`src/adc_seq_cfg.svh`:
```
`ifndef ADC_SEQ_CFG_SVH
`define ADC_SEQ_CFG_SVH

// Register byte offsets
`define OFS_CONFIG_0 8'h00
`define OFS_CONFIG_1 8'h04
`define OFS_RESULT_HIGH 8'h08
`define OFS_RESULT_LOW 8'h0C
`define OFS_PIN_SHARE 8'h10
`define OFS_IRQ_STATUS 8'h14
`define OFS_IRQ_MASK 8'h18
`define OFS_IRQ_MASTER 8'h1C

// Reset values
`define RST_CONFIG_0 8'h00
`define RST_CONFIG_1 8'h00
`define RST_PIN_SHARE 8'h00

// converter_config_0 fields
`define C0_START 7
`define C0_BUSY 6
`define C0_POWER 5
`define C0_JUSTIFY 4
`define C0_CHAN_HI 3
`define C0_CHAN_LO 0

// converter_config_1 fields
`define C1_SRC_HI 7
`define C1_SRC_LO 5
`define C1_REF_HI 4
`define C1_REF_LO 3
`define C1_DIV_HI 2
`define C1_DIV_LO 0

// Interrupt status/mask bit
`define IRQ_DONE 0

// Field codes
`define SRC_EXT 3'h0
`define SRC_BANDGAP 3'h1
`define SRC_ISENSE 3'h2
`define SRC_GND_A 3'h3
`define SRC_GND_B 3'h4
`define REF_VDD 2'h1
`define CHAN_LAST 4'h4

// Sequence lengths in conversion clocks
`define SAMPLE_CLKS 4'h4
`define CONVERT_CLKS 4'hC

`endif

```
`src/adc_seq_pkg.sv`:
```
package adc_seq_pkg;

  typedef enum logic [1:0] {
    ST_IDLE = 2'h0,
    ST_SAMPLE = 2'h1,
    ST_CONVERT = 2'h3,
    ST_LATCH = 2'h2
  } seq_state_t;

  typedef struct packed {
    logic [4:0] ext_channel;
    logic ext_connect;
    logic bandgap;
    logic current_sense;
    logic ground;
    logic ref_ext_pin;
  } analog_sel_t;

endpackage : adc_seq_pkg

```
`src/adc_sequencing_control.sv`:
```
// Contract
// - Source 000 pin only, 001 adds bandgap, 010 adds current sense, 011/100 ground, else 000.
// - Reference 00 external pin, 01 supply, 10 and 11 act as 00.
// - Conversion clock is system clock divided by two to the power of field.
// - Conversion starts on falling edge of start bit after software's low-high-low pulse.
// - Start bit rising resets converter and clears busy without converting.
// - Busy goes to one once conversion starts and stays during conversion.
// - Completion clears busy, sets request flag, interrupts only when enabled.
// - Four sampling clocks then twelve conversion clocks, sixteen in total.
// - Result stored at end, latched half clock later; early restart corrupts it.
// - Converter powered only while enable high; software waits to settle.
// - Analog-selected pin drops digital functions, pull-high and direction.
// - Result is unsigned twelve bit code, full scale FFF.
// - Justify bit selects left or right justified result, unused bits zero.
// - Channel codes 0000-0100 pick four pins or voltage sense, else floating.
`include "adc_seq_cfg.svh"
`timescale 1ns/1ps
`default_nettype none

module adc_sequencing_control (
  // APB slave
  input wire logic pclk,
  input wire logic presetn,
  input wire logic psel,
  input wire logic penable,
  input wire logic pwrite,
  input wire logic [7:0] paddr,
  input wire logic [31:0] pwdata,
  output logic [31:0] prdata,
  output logic pready,
  output logic pslverr,
  // Interrupt
  output logic irq,
  // Analog core
  input wire logic [11:0] core_result,
  output logic core_power_en,
  output logic core_reset,
  output logic core_sample,
  output logic core_convert,
  output logic conv_clk_en,
  output adc_seq_pkg::analog_sel_t analog_sel,
  // Port A pins in analog mode
  output logic [7:0] pin_analog_mode
);

  ////////////////////////////////////////////////////////////////////////////
  // Functions

  // Terminal count of the conversion clock divider
  function automatic logic [6:0] div_max(input logic [2:0] sel);
    logic [7:0] d;
    d = 8'h01 << sel;
    div_max = 7'(d - 8'h01);
  endfunction : div_max

  // Unused nibble reads as zero either way
  function automatic logic [15:0] justify(input logic [11:0] r, input logic right);
    justify = right ? {4'h0, r} : {r, 4'h0};
  endfunction : justify

  ////////////////////////////////////////////////////////////////////////////
  // Registers

  logic [7:0] config_0_q;
  logic [7:0] config_1_q;
  logic [7:0] pin_share_q;
  logic irq_status_q;
  logic irq_mask_q;
  logic master_irq_enable_q;
  logic start_prev_q;
  logic busy_q;
  logic [11:0] result_store_q;
  logic [11:0] result_q;
  logic [6:0] div_cnt_q;
  logic [3:0] phase_cnt_q;
  adc_seq_pkg::seq_state_t state_q;
  adc_seq_pkg::seq_state_t state_d;

  ////////////////////////////////////////////////////////////////////////////
  // Bus decode

  wire setup_done = psel & penable & ~pready;
  wire access_end = psel & penable & pready;
  wire wr_en = access_end & pwrite;
  // Full byte-address compare; aliases would hide software bugs
  wire hit_c0 = paddr == `OFS_CONFIG_0;
  wire hit_c1 = paddr == `OFS_CONFIG_1;
  wire hit_rh = paddr == `OFS_RESULT_HIGH;
  wire hit_rl = paddr == `OFS_RESULT_LOW;
  wire hit_ps = paddr == `OFS_PIN_SHARE;
  wire hit_st = paddr == `OFS_IRQ_STATUS;
  wire hit_mk = paddr == `OFS_IRQ_MASK;
  wire hit_me = paddr == `OFS_IRQ_MASTER;
  wire mapped = hit_c0 | hit_c1 | hit_rh | hit_rl | hit_ps | hit_st | hit_mk | hit_me;

  wire [15:0] result_view = justify(result_q, config_0_q[`C0_JUSTIFY]);
  wire [7:0] config_0_view = {config_0_q[7], busy_q, config_0_q[5:0]};
  // Unmapped reads return zero alongside the error flag
  wire [7:0] rd_byte =
    hit_c0 ? config_0_view :
    hit_c1 ? config_1_q :
    hit_rh ? result_view[15:8] :
    hit_rl ? result_view[7:0] :
    hit_ps ? pin_share_q :
    hit_st ? {7'h00, irq_status_q} :
    hit_mk ? {7'h00, irq_mask_q} :
    hit_me ? {7'h00, master_irq_enable_q} : 8'h00;

  ////////////////////////////////////////////////////////////////////////////
  // Control field views

  wire start_bit = config_0_q[`C0_START];
  wire power_en = config_0_q[`C0_POWER];
  wire [3:0] chan_sel = config_0_q[`C0_CHAN_HI:`C0_CHAN_LO];
  wire [2:0] src_sel = config_1_q[`C1_SRC_HI:`C1_SRC_LO];
  wire [1:0] ref_sel = config_1_q[`C1_REF_HI:`C1_REF_LO];
  wire [2:0] div_sel = config_1_q[`C1_DIV_HI:`C1_DIV_LO];

  wire start_rise = start_bit & ~start_prev_q;
  wire start_fall = ~start_bit & start_prev_q;
  // Counters restart on every clear source so each conversion is aligned
  wire seq_clear = start_rise | ~power_en;
  wire [6:0] dmax = div_max(div_sel);
  wire tick = div_cnt_q == dmax;
  // Half conversion clock after the tick that ended the conversion
  wire half_tick = div_cnt_q == (dmax >> 1);
  wire phase_last_sample = phase_cnt_q == 4'(`SAMPLE_CLKS - 4'h1);
  wire phase_last_conv = phase_cnt_q == 4'(`CONVERT_CLKS - 4'h1);
  wire conv_done = (state_q == adc_seq_pkg::ST_CONVERT) & tick & phase_last_conv;
  // Restart inside the latch window leaves a zeroed word visible
  wire latch_abort = start_rise & (state_q == adc_seq_pkg::ST_LATCH);

  ////////////////////////////////////////////////////////////////////////////
  // Source, reference and channel selection

  wire src_internal_gnd = (src_sel == `SRC_GND_A) | (src_sel == `SRC_GND_B);
  // Codes past the last channel leave the input floating
  wire [4:0] chan_onehot = (chan_sel <= `CHAN_LAST) ? 5'(5'h01 << chan_sel) : 5'h00;

  // Internal sources keep the pin connected; ground isolates it
  adc_seq_pkg::analog_sel_t sel_d;
  always_comb begin
    sel_d.ext_channel = chan_onehot;
    sel_d.ext_connect = ~src_internal_gnd;
    sel_d.bandgap = src_sel == `SRC_BANDGAP;
    sel_d.current_sense = src_sel == `SRC_ISENSE;
    sel_d.ground = src_internal_gnd;
    sel_d.ref_ext_pin = ref_sel != `REF_VDD;
  end

  ////////////////////////////////////////////////////////////////////////////
  // Sequencer

  always_comb begin
    state_d = state_q;
    case (state_q)
      adc_seq_pkg::ST_IDLE: begin
        if (start_fall) begin
          state_d = adc_seq_pkg::ST_SAMPLE;
        end
      end
      adc_seq_pkg::ST_SAMPLE: begin
        if (tick && phase_last_sample) begin
          state_d = adc_seq_pkg::ST_CONVERT;
        end
      end
      adc_seq_pkg::ST_CONVERT: begin
        if (conv_done) begin
          state_d = adc_seq_pkg::ST_LATCH;
        end
      end
      adc_seq_pkg::ST_LATCH: begin
        if (half_tick) begin
          state_d = adc_seq_pkg::ST_IDLE;
        end
      end
      default: begin
        state_d = adc_seq_pkg::ST_IDLE;
      end
    endcase
    if (seq_clear) begin
      state_d = adc_seq_pkg::ST_IDLE;
    end
  end

  always_ff @(posedge pclk or negedge presetn) begin
    if (!presetn) begin
      state_q <= adc_seq_pkg::ST_IDLE;
    end else begin
      state_q <= state_d;
    end
  end

  // Free-running while idle; a start fall realigns the first tick
  always_ff @(posedge pclk or negedge presetn) begin
    if (!presetn) begin
      div_cnt_q <= 7'h00;
    end else if (seq_clear || start_fall || tick) begin
      div_cnt_q <= 7'h00;
    end else begin
      div_cnt_q <= div_cnt_q + 7'h01;
    end
  end

  // Phase count restarts at the sample-to-convert boundary
  always_ff @(posedge pclk or negedge presetn) begin
    if (!presetn) begin
      phase_cnt_q <= 4'h0;
    end else if (seq_clear || start_fall) begin
      phase_cnt_q <= 4'h0;
    end else if (tick && state_q == adc_seq_pkg::ST_SAMPLE && phase_last_sample) begin
      phase_cnt_q <= 4'h0;
    end else if (tick && (state_q == adc_seq_pkg::ST_SAMPLE || state_q == adc_seq_pkg::ST_CONVERT)) begin
      phase_cnt_q <= phase_cnt_q + 4'h1;
    end
  end

  // Abort and completion win over a same-cycle start fall
  always_ff @(posedge pclk or negedge presetn) begin
    if (!presetn) begin
      start_prev_q <= 1'b0;
      busy_q <= 1'b0;
    end else begin
      start_prev_q <= start_bit;
      if (start_rise || !power_en || conv_done) begin
        busy_q <= 1'b0;
      end else if (start_fall) begin
        busy_q <= 1'b1;
      end
    end
  end

  // An early restart wipes the stored word before the latch lands
  always_ff @(posedge pclk or negedge presetn) begin
    if (!presetn) begin
      result_store_q <= 12'h000;
      result_q <= 12'h000;
    end else begin
      if (conv_done) begin
        result_store_q <= core_result;
      end else if (latch_abort) begin
        result_store_q <= 12'h000;
      end
      if (latch_abort) begin
        result_q <= 12'h000;
      end else if (state_q == adc_seq_pkg::ST_LATCH && half_tick) begin
        result_q <= result_store_q;
      end
    end
  end

  ////////////////////////////////////////////////////////////////////////////
  // Software registers

  // Busy bit is hardware-owned, so writes to it are dropped
  always_ff @(posedge pclk or negedge presetn) begin
    if (!presetn) begin
      config_0_q <= `RST_CONFIG_0;
      config_1_q <= `RST_CONFIG_1;
      pin_share_q <= `RST_PIN_SHARE;
      irq_mask_q <= 1'b0;
      master_irq_enable_q <= 1'b0;
    end else if (wr_en) begin
      if (hit_c0) begin
        config_0_q <= {pwdata[7], 1'b0, pwdata[5:0]};
      end
      if (hit_c1) begin
        config_1_q <= pwdata[7:0];
      end
      if (hit_ps) begin
        pin_share_q <= pwdata[7:0];
      end
      if (hit_mk) begin
        irq_mask_q <= pwdata[`IRQ_DONE];
      end
      if (hit_me) begin
        master_irq_enable_q <= pwdata[0];
      end
    end
  end

  // Set beats a same-cycle write-one clear so no completion is lost
  always_ff @(posedge pclk or negedge presetn) begin
    if (!presetn) begin
      irq_status_q <= 1'b0;
    end else if (conv_done) begin
      irq_status_q <= 1'b1;
    end else if (wr_en && hit_st && pwdata[`IRQ_DONE]) begin
      irq_status_q <= 1'b0;
    end
  end

  ////////////////////////////////////////////////////////////////////////////
  // APB answer: one wait state so every bus output is a flop

  always_ff @(posedge pclk or negedge presetn) begin
    if (!presetn) begin
      pready <= 1'b0;
      prdata <= 32'h0000_0000;
      pslverr <= 1'b0;
    end else begin
      pready <= setup_done;
      if (setup_done) begin
        prdata <= pwrite ? 32'h0000_0000 : {24'h00_0000, rd_byte};
        pslverr <= ~mapped;
      end else begin
        pslverr <= 1'b0;
      end
    end
  end

  ////////////////////////////////////////////////////////////////////////////
  // Registered outputs

  // Phase outputs follow the next state, so they line up with state_q
  always_ff @(posedge pclk or negedge presetn) begin
    if (!presetn) begin
      irq <= 1'b0;
      core_power_en <= 1'b0;
      core_reset <= 1'b1;
      core_sample <= 1'b0;
      core_convert <= 1'b0;
      conv_clk_en <= 1'b0;
      analog_sel <= '0;
      pin_analog_mode <= 8'h00;
    end else begin
      // Master enable and mask both gate the level output
      irq <= master_irq_enable_q & irq_mask_q & irq_status_q;
      core_power_en <= power_en;
      // Core held in reset while powered down
      core_reset <= seq_clear;
      core_sample <= state_d == adc_seq_pkg::ST_SAMPLE;
      core_convert <= state_d == adc_seq_pkg::ST_CONVERT;
      conv_clk_en <= tick & power_en;
      analog_sel <= sel_d;
      pin_analog_mode <= pin_share_q;
    end
  end

endmodule : adc_sequencing_control

`default_nettype wire

```
`config.mk`:
```
export PLATFORM = sky130hd
export DESIGN_NAME = adc_sequencing_control
export DESIGN_NICKNAME = d
export VERILOG_FILES = /design/src/adc_seq_pkg.sv /design/src/adc_sequencing_control.sv
export VERILOG_INCLUDE_DIRS = /design/src
export SDC_FILE = /design/constraint.sdc
export NUM_CORES = 1
export LEC_CHECK = 0
export BUFFER_PORTS_ARGS = -buffer_cell sky130_fd_sc_hd__buf_2
export CORE_MARGIN = 5
export CORE_UTILIZATION = 50
export CTS_BUF_LIST = sky130_fd_sc_hd__clkbuf_4 sky130_fd_sc_hd__clkbuf_8 sky130_fd_sc_hd__clkbuf_16
export CTS_CLUSTER_DIAMETER = 120
export DETAILED_ROUTE_END_ITERATION = 8
export PLACE_DENSITY = 0.83
export SETUP_SLACK_MARGIN = 0.1
export SLEW_MARGIN = 30
export SYNTH_ARGS = -nofsm -noshare
export SYNTH_HDL_FRONTEND = slang
export SYNTH_SLANG_ARGS = --single-unit
```
`constraint.sdc`:
```
create_clock -name pclk -period 2.7 [get_ports pclk]
set_input_delay 0.54 -clock pclk [delete_from_list [all_inputs] [get_ports pclk]]
set_output_delay 0.54 -clock pclk [all_outputs]
set_load 0.02 [all_outputs]
```
==> results.yml, run 1 <==
outcome:
  status: "complete, no violations"
timing:
  fin_crit_ns: 2.41
  clock-skew-final_ns: 0.0125
  fmax_mhz: 414
  max_slew_margin: 0.565
  period_share: 0.894
  rsz0062_at_grt: "false"
  finalSetupViolCount: 0
  final.setup.worst_slack_ns: 0.287
  setup-tns-final_ns: 0
  finalHoldViolCount: 0
  maxSlewViolCount: 0
  worstMarginPinSlew_ns: 0.653
  final.hold.worst_slack_ns: 0.153
clock_network:
  cts-root-buf: "clkbuf_8"
  insertion_delay_ns: 0.38
  post-cts-setup-buffer-count: 0
  cts_inserted_buffers: 9
  h-tree-depth: 3
  cts_tree: "yes"
  clockBufferDepth: 2
  cts_sinks: 99
  cts_resized: 0
  clk_pin_slew_ns: 0.11
  cts_hold_buf: 0
logic_synthesis:
  synth_top_area_share: 0.502
  yosysUniqueCellTypes: 63
  yosys_warnings: 0
  async_flop_share: 1.00
  syn_inst: 466
  synth_top_area_cell: "dfrtp_1"
  ys_seq_elements: 99
  synth_edf_count: 0
  synth_area_leaders: "dfrtp_1, mux2i_1, mux2_2, buf_4, nand2_1"
  synth.yosys.seq_area_share: 0.507
  synth_area_um2: 4880
  synth-main-ff-cell: "dfrtp_1"
  synth_area_per_cell_um2: 10.5
placement:
  numPortBuffers: 66
  placed_area_um2: 5210
  post-place-ws_ns: 0.191
  dpl.hpwl_um: 7440
  gp_congestion: 0.892
power:
  ir_worst_vdd_v: 0.000275
  p_per_area_nw_per_um2: 492
  p_leak_nw: 2.81
  total_power_mw: 2.67
hold_path:
  worst_hold_path_type: "in -> async"
routing:
  drtAntennaViolNets: 0
  wirelength_um: 10300
  drt_drc_violations_left: 0
  first_iter_violations: 301
  vias_per_cell: 5.46
  wire_per_inst_um: 15.7
  first_pass_iters: 5
  vias: 3596
critical_path:
  r2r_slack_ns: 0.29
  r2r_start: "config_1_q[1]"
  critPathRequiredTime_ns: 2.97
  startpoint: "config_1_q[1]"
  cp_max_fo: 17
  cp-end-kind: "flip-flop"
  critPathArrivalTime_ns: 2.68
  crit_path_start_kind: "flip-flop"
  worstSetupPathType: "reg -> reg"
floorplan:
  core_um2: 9640
  pin_count: 115
  initial_core_util: 0.507
  die-area_um2: 11800
  die_y_um: 109
  die_width_um: 109
  rows: 36
grt:
  grt.total_usage: 0.183
  grt_start_max_net_pins: 55
  grt-ovfl-total: 0
  antenna_found_initial: 0
  grt_pass1_vias: 3433
  grt_pass1_wl_um: 17000
layout:
  final_nets: 580
  drive_gt1_frac: 0.226
  diodes: 0
  fill_cells: 832
  fin_area_um2: 5420
  area.growth.synth_to_final_pct: 11.0
run:
  drv_cap: 0
==> critical path, stage by stage (launching register included) <==
cell	delay [ns]
dfrtp_2	0.53
nand3b_1	0.15
or3b_1	0.38
a22o_2	0.31
or4_4	0.71
and3_1	0.22
==> path summary, 6_finish.rpt <==
kind	to	depth (start not counted)
worst max-delay path	busy_q	5
worst min-delay path	config_1_q[6]	1
worst max register to register	busy_q	5
worst min register to register	pin_analog_mode[5]	0
max in group asynchronous	core_reset	2
min in group pclk	result_store_q[8]	3
==> placed cells by master (no fill, tap or decap), types with 4 or more instances in the layout <==
master	synthesis	routed
mux2i_1	32	32
o211ai_1	4	4
clkbuf_8	0	9
nor3_1	8	8
nor3b_1	5	5
and3_1	7	7
a211oi_1	5	5
nand4_1	4	4
a32o_1	4	4
nand2_1	48	48
dfrtp_1	98	97
buf_4	27	7
inv_1	18	18
o21ai_0	23	23
mux2_2	25	25
nand2b_1	8	8
conb_1	1	24
nand3_1	18	18
clkinv_4	0	4
nor4_1	4	4
buf_2	3	65
a21oi_1	18	18
nor2_1	15	15
nor2b_1	17	17
==> report_power, final <==
group / internal, mW / leakage (nW) / switching (mW)
registers: 1.50 / 1.33 / 0.00558
logic: 0.0473 / 1.38 / 0.124
clock network: 0.444 / 0.106 / 0.550
==> state kept, by name, indices dropped and copies added, names as in the netlist, 2 cells and up <==
register	flops
div_cnt_q	7
config_1_q	8
result_store_q	12
pin_analog_mode	8
prdata	8
config_0_q	7
phase_cnt_q	4
state_q	2
pin_share_q	8
result_q	12
analog_sel	10
==> cell type report <==
type	instances	area [um2]	share of cell area
clock inverters	7	85.1	0.0157
multi-input cells	320	2100	0.387
inverters	18	67.6	0.0125
flip-flops and latches	99	2480	0.457
clock buffers	9	124	0.0228
repair buffers	73	398	0.0734
well taps	133	166	0.0307
==> layer usage <==
layer  track usage  share of wire  up-vias  routed length, um
met1         0.248           0.44     1722               4520
met4        0.0739          0.020        0                211
met2         0.291           0.48      139               4960
met5             0              0        -                  0
met3        0.0343          0.060       18                624
li1              -              -     1717                  -
==> cells by family after synthesis <==
family                     Yosys count  synth area share
AOI/OAI and AO/OA                   80             0.109
other                                1          0.000768
DFF                                 99             0.507
muxes                               58             0.126
adders and majority gates            2           0.00512
and+or+nand+nor                    151             0.163
xor gates and xnor gates             5           0.00897
buffers and inverters               70            0.0802
==> Yosys cell counts (3+ instances only) <==
cell / count
dfrtp_1: 98
nand2_1: 48
mux2i_1: 32
buf_4: 27
mux2_2: 25
o21ai_0: 23
a21oi_1: 18
inv_1: 18
nand3_1: 18
clkbuf_1: 17
nor2b_1: 17
nor2_1: 15
nand2b_1: 8
nor3_1: 8
and3_1: 7
a211oi_1: 5
nor3b_1: 5
a32o_1: 4
nand4_1: 4
nor4_1: 4
o211ai_1: 4
a221o_1: 3
buf_1: 3
buf_2: 3
nand3b_1: 3
nor4b_1: 3
o31ai_1: 3
or4_1: 3
xnor2_1: 3
==> stage by stage <==
stage          instances   util
2_1_floorplan        489      -
3_3_place_gp         643  0.541
3_5_place_dp         643  0.541
4_1_cts              659  0.562
5_1_grt              659  0.562
6_report             659  0.562
Power figures use the tool's default switching activity.
==> run 2: changes to the inputs <==
- CELL_PAD_IN_SITES_DETAIL_PLACEMENT: not set -> 1
- CELL_PAD_IN_SITES_GLOBAL_PLACEMENT: not set -> 2
- CORE_UTILIZATION: 50 -> 34
- PLACE_DENSITY: 0.83 -> 0.88
==> results.yml, run 2 (same netlist as run 1, synthesis figures left out) <==
floorplan:
  die_width_um: 130
  die-area_um2: 16900
  rows: 43
  pin_count: 115
  initial_core_util: 0.349
  core_um2: 14000
  die_y_um: 130
layout:
  utilization: 0.403
  drive_gt1_frac: 0.231
  reg_top3: "result_q: 12 flops, result_store_q: 12 flops, analog_sel: 10 flops"
  layout_commonest_cell: "dfrtp_1"
  diodes: 0
  area.growth.synth_to_final_pct: 15.4
  fin_area_um2: 5640
  final_nets: 582
  layout_common_cells: "dfrtp_1, buf_2, nand2_1"
critical_path:
  worstSetupPathType: "reg -> reg"
  critPathArrivalTime_ns: 2.69
  critPathRequiredTime_ns: 2.93
  crit_path_start_kind: "flip-flop"
  cp_max_fo: 15
  cp-end-kind: "flip-flop"
outcome:
  status: "complete, no violations"
timing:
  max_slew_margin: 0.530
  finalSetupViolCount: 0
  worstMarginPinSlew_ns: 0.705
  clock-skew-final_ns: 0.00740
  fin_crit_ns: 2.46
  period_share: 0.910
  setup-tns-final_ns: 0
  final.hold.worst_slack_ns: 0.233
  finalHoldViolCount: 0
  maxSlewViolCount: 0
  rsz0062_at_grt: "false"
  fmax_mhz: 407
hold_path:
  worst_hold_path_type: "in -> async"
routing:
  first_pass_iters: 4
  drtAntennaViolNets: 0
  wirelength_um: 12500
  wire_per_inst_um: 17.6
  drt_drc_violations_left: 0
  vias: 3651
  vias_per_cell: 5.16
  first_iter_violations: 220
grt:
  antenna_found_initial: 0
  grt_pass1_vias: 3883
  grt_start_max_net_pins: 53
  grt-ovfl-total: 0
  grt.total_usage: 0.152
  grt_pass1_wl_um: 20500
placement:
  numPortBuffers: 66
  dpl.hpwl_um: 9180
  placed_area_um2: 5290
  gp_congestion: 0.843
clock_network:
  cts_inserted_buffers: 9
  post-cts-setup-buffer-count: 0
  clk_pin_slew_ns: 0.07
  cts_tree: "yes"
  h-tree-depth: 3
  cts-root-buf: "clkbuf_16"
  cts_sinks: 99
  insertion_delay_ns: 0.34
  clockBufferDepth: 2
power:
  p_leak_nw: 2.89
  total_power_mw: 3.17
  p_per_area_nw_per_um2: 562
  ir_worst_vdd_v: 0.000277
run:
  drv_cap: 0
## run 2: changes by cell type in the layout (fill, tap and decap cells not counted), moves of 2 or more
cell	change
clkbuf_8	-8
buf_4	+2
clkbuf_16	+9
clkinv_2	+2
bufinv_16	+2
clkinv_4	-4
## run 2: path summary, 6_finish.rpt
| check | from | end | slack [ns] | depth (start not counted) |
|---|---|---|---|---|
| setup / recovery | config_1_q[0] | busy_q | 0.24 | 5 |
| hold / removal | presetn | pin_analog_mode[3] | 0.23 | 1 |
| setup reg to reg | config_1_q[0] | busy_q | 0.24 | 5 |
| hold reg to reg | pin_share_q[3] | pin_analog_mode[3] | 0.41 | 0 |
| max in group asynchronous | presetn | result_q[5] | 1.75 | 2 |
| min in group pclk | pin_share_q[3] | pin_analog_mode[3] | 0.41 | 0 |
## run 2: routing by layer
metal | share of wire | track usage | vias up
met1 | 0.45 | 0.205 | 1821
met3 | 0.051 | 0.0196 | 13
met4 | 0.015 | 0.0501 | 0
met5 | 0 | 0 | -
met2 | 0.49 | 0.256 | 99
li1 | - | - | 1718
## run 2: cell type report
type / count / area, um2
Sequential cell: 99 / 2480
Clock buffer: 11 / 246
Tap cell: 180 / 225
Fill cell: 1591 / 8350
Timing Repair Buffer: 75 / 413
Clock inverter: 5 / 100
Multi-Input combinational cell: 320 / 2110
Inverter: 18 / 67.6
## run 2: critical path, stage by stage, from the launching register on
cell and delay (ns):
dfrtp_1 0.55, a21boi_1 0.14, or3b_1 0.40, a22o_2 0.33, or4_4 0.71, and3_1 0.22
## run 2: repair_timing
action                     CTS  global route
hold buffers                 0             0
setup endpoints to repair    1             6
pin swaps                    0             0
gates resized for setup      1             1
## run 2: power breakdown
group          leakage (nW)  internal (mW)  switching (mW)
sequential             1.33           1.50         0.00614
clock                 0.173          0.939           0.551
combinational          1.39         0.0491           0.131
## run 2: through the flow
step	worst slack, ns	cells
final	0.244	708
after global routing	0.139	708
after CTS	0.236	708
after detailed placement	0.166	692
after global placement	0.226	692
after floorplan	0.455	489
==> run 3: changes to the inputs <==
- CORE_MARGIN: 5 -> not set
- PLACE_DENSITY: 0.88 -> 0.84
==> results.yml, run 3 (same netlist as run 1, synthesis figures left out) <==
critical_path:
  cp_slowest_cell: "or4_4"
  cp_num_buf_inv: 0
  cp_max_fo: 15
  crit_path_start_kind: "flip-flop"
  critPathArrivalTime_ns: 2.72
  crit_family: "simple AND/OR/NAND/NOR gates"
  slowest_delay_ns: 0.70
  cp-end-kind: "flip-flop"
  crit_chain: "nand3b_1 -> or3b_1 -> a22o_2 -> or4_4 -> and3_1"
  worstSetupPathType: "reg -> reg"
  critPathRequiredTime_ns: 2.93
power:
  power_switching_mw: 0.676
  ir_worst_vdd_v: 0.000321
  p_sw_frac: 0.216
  p_comb_frac: 0.057
  p_leak_nw: 2.88
  clockPowerShare: 0.463
  p_int_mw: 2.45
  seqPwrFrac: 0.480
  total_power_mw: 3.13
  p_per_area_nw_per_um2: 556
floorplan:
  die_y_um: 122
  core_um2: 13900
  rows: 43
  pin_count: 115
  die-area_um2: 14800
  die_width_um: 122
  initial_core_util: 0.351
layout:
  reg_top3: "result_q: 12 flops, result_store_q: 12 flops, analog_sel: 10 flops"
  fill_cells: 1569
  diodes: 0
  layout_common_cells: "dfrtp_1, buf_2, nand2_1"
  area.growth.synth_to_final_pct: 15.2
  layout_commonest_cell: "dfrtp_1"
  drive_gt1_frac: 0.229
  final_nets: 583
timing:
  rsz0062_at_grt: "false"
  clock-skew-final_ns: 0.00708
  max_slew_margin: 0.522
  fmax_mhz: 402
  maxSlewViolCount: 0
  setup-tns-final_ns: 0
  finalSetupViolCount: 0
  period_share: 0.921
  worstMarginPinSlew_ns: 0.717
  finalHoldViolCount: 0
  fin_crit_ns: 2.49
clock_network:
  insertion_delay_ns: 0.34
  cts-root-buf: "clkbuf_16"
  cts_hold_buf: 0
  cts_inserted_buffers: 9
  cts_tree: "yes"
  clk_pin_slew_ns: 0.07
  h-tree-depth: 3
  cts_sinks: 99
  clockBufferDepth: 2
grt:
  antenna_found_initial: 0
  grt.total_usage: 0.176
  grt_pass1_vias: 3861
  grt_start_max_net_pins: 43
  grt-ovfl-total: 0
  grt_pass1_wl_um: 20000
routing:
  vias: 3661
  vias_per_cell: 5.17
  drt_drc_violations_left: 0
  wire_per_inst_um: 17.1
  drtAntennaViolNets: 0
  first_iter_violations: 207
  first_pass_iters: 4
  wirelength_um: 12100
hold_path:
  worst_hold_path_type: "in -> async"
placement:
  numPortBuffers: 66
  gp_congestion: 0.834
  dpl.hpwl_um: 8880
outcome:
  status: "complete, no violations"
run:
  drv_cap: 0
## run 3: cell types whose count changed in the layout (fill, tap and decap cells not counted), sizes merged
cell      before  now
clkinv         2    1
clkbuf        11   10
clkinvlp       0    1
buf           75   76
## run 3: timing repair
item / 4_1_cts / 5_1_grt
gates resized for setup: 0 / 1
setup endpoints to repair: 0 / 15
endpoints found under the hold margin: 0 / 0
buffers inserted: 0 / 0
## run 3: worst register-to-register path, delay by kind of cell, from the launching register on
family	cells	cell delay, ns
AO/OA/AOI/OAI	1	0.33
flip-flops	1	0.51
AND/OR/NAND/NOR	4	1.54
## run 3: power groups by stage
stage | logic [mW] | registers (mW) | clock network [mW]
detailed placement | 0.179 | 1.53 | 0
floorplan | 0.115 | 1.53 | 0
global placement | 0.176 | 1.53 | 0
finish | 0.178 | 1.50 | 1.45
CTS | 0.180 | 1.50 | 1.48
global route | 0.200 | 1.50 | 1.53
## run 3: per-layer routing
metal	share of wire	wire (um)	GRT usage	vias to the layer above
met2	0.47	5700	0.289	85
met1	0.48	5750	0.234	1851
met5	0	0	0	-
met4	0.019	227	0.0741	0
li1	-	-	-	1712
met3	0.033	396	0.0229	13
## run 3: area by class of cell
type	count	area, um2	area share
sequential	99	2480	0.441
multi-input combinational	320	2100	0.373
timing repair buffer	76	420	0.0747
clock buffer	10	233	0.0413
tap	180	225	0.0400
clock inverter	5	103	0.0182
inverter	18	67.6	0.0120
## run 3: worst paths after layout
kind / startpoint / to / slack [ns] / depth (start not counted)
max: config_1_q[0] / busy_q / 0.21 / 5
min: presetn / pin_analog_mode[3] / 0.17 / 1
max reg2reg: config_1_q[0] / busy_q / 0.21 / 5
min reg2reg: pin_share_q[3] / pin_analog_mode[3] / 0.41 / 0
max in group asynchronous: presetn / core_reset / 1.79 / 2
min in group pclk: pin_share_q[3] / pin_analog_mode[3] / 0.41 / 0
## run 3: through the flow
step	util	std cells	area [um2]	hold WS [ns]	setup WS, ns
after floorplan	-	489	4970	0.244	0.455
after global placement	0.380	693	5290	0.384	0.280
after detailed placement	0.380	693	5290	0.399	0.194
after CTS	0.404	708	5630	0.193	0.174
after global routing	0.404	708	5630	0.217	0.123
final	0.404	708	5630	0.174	0.215
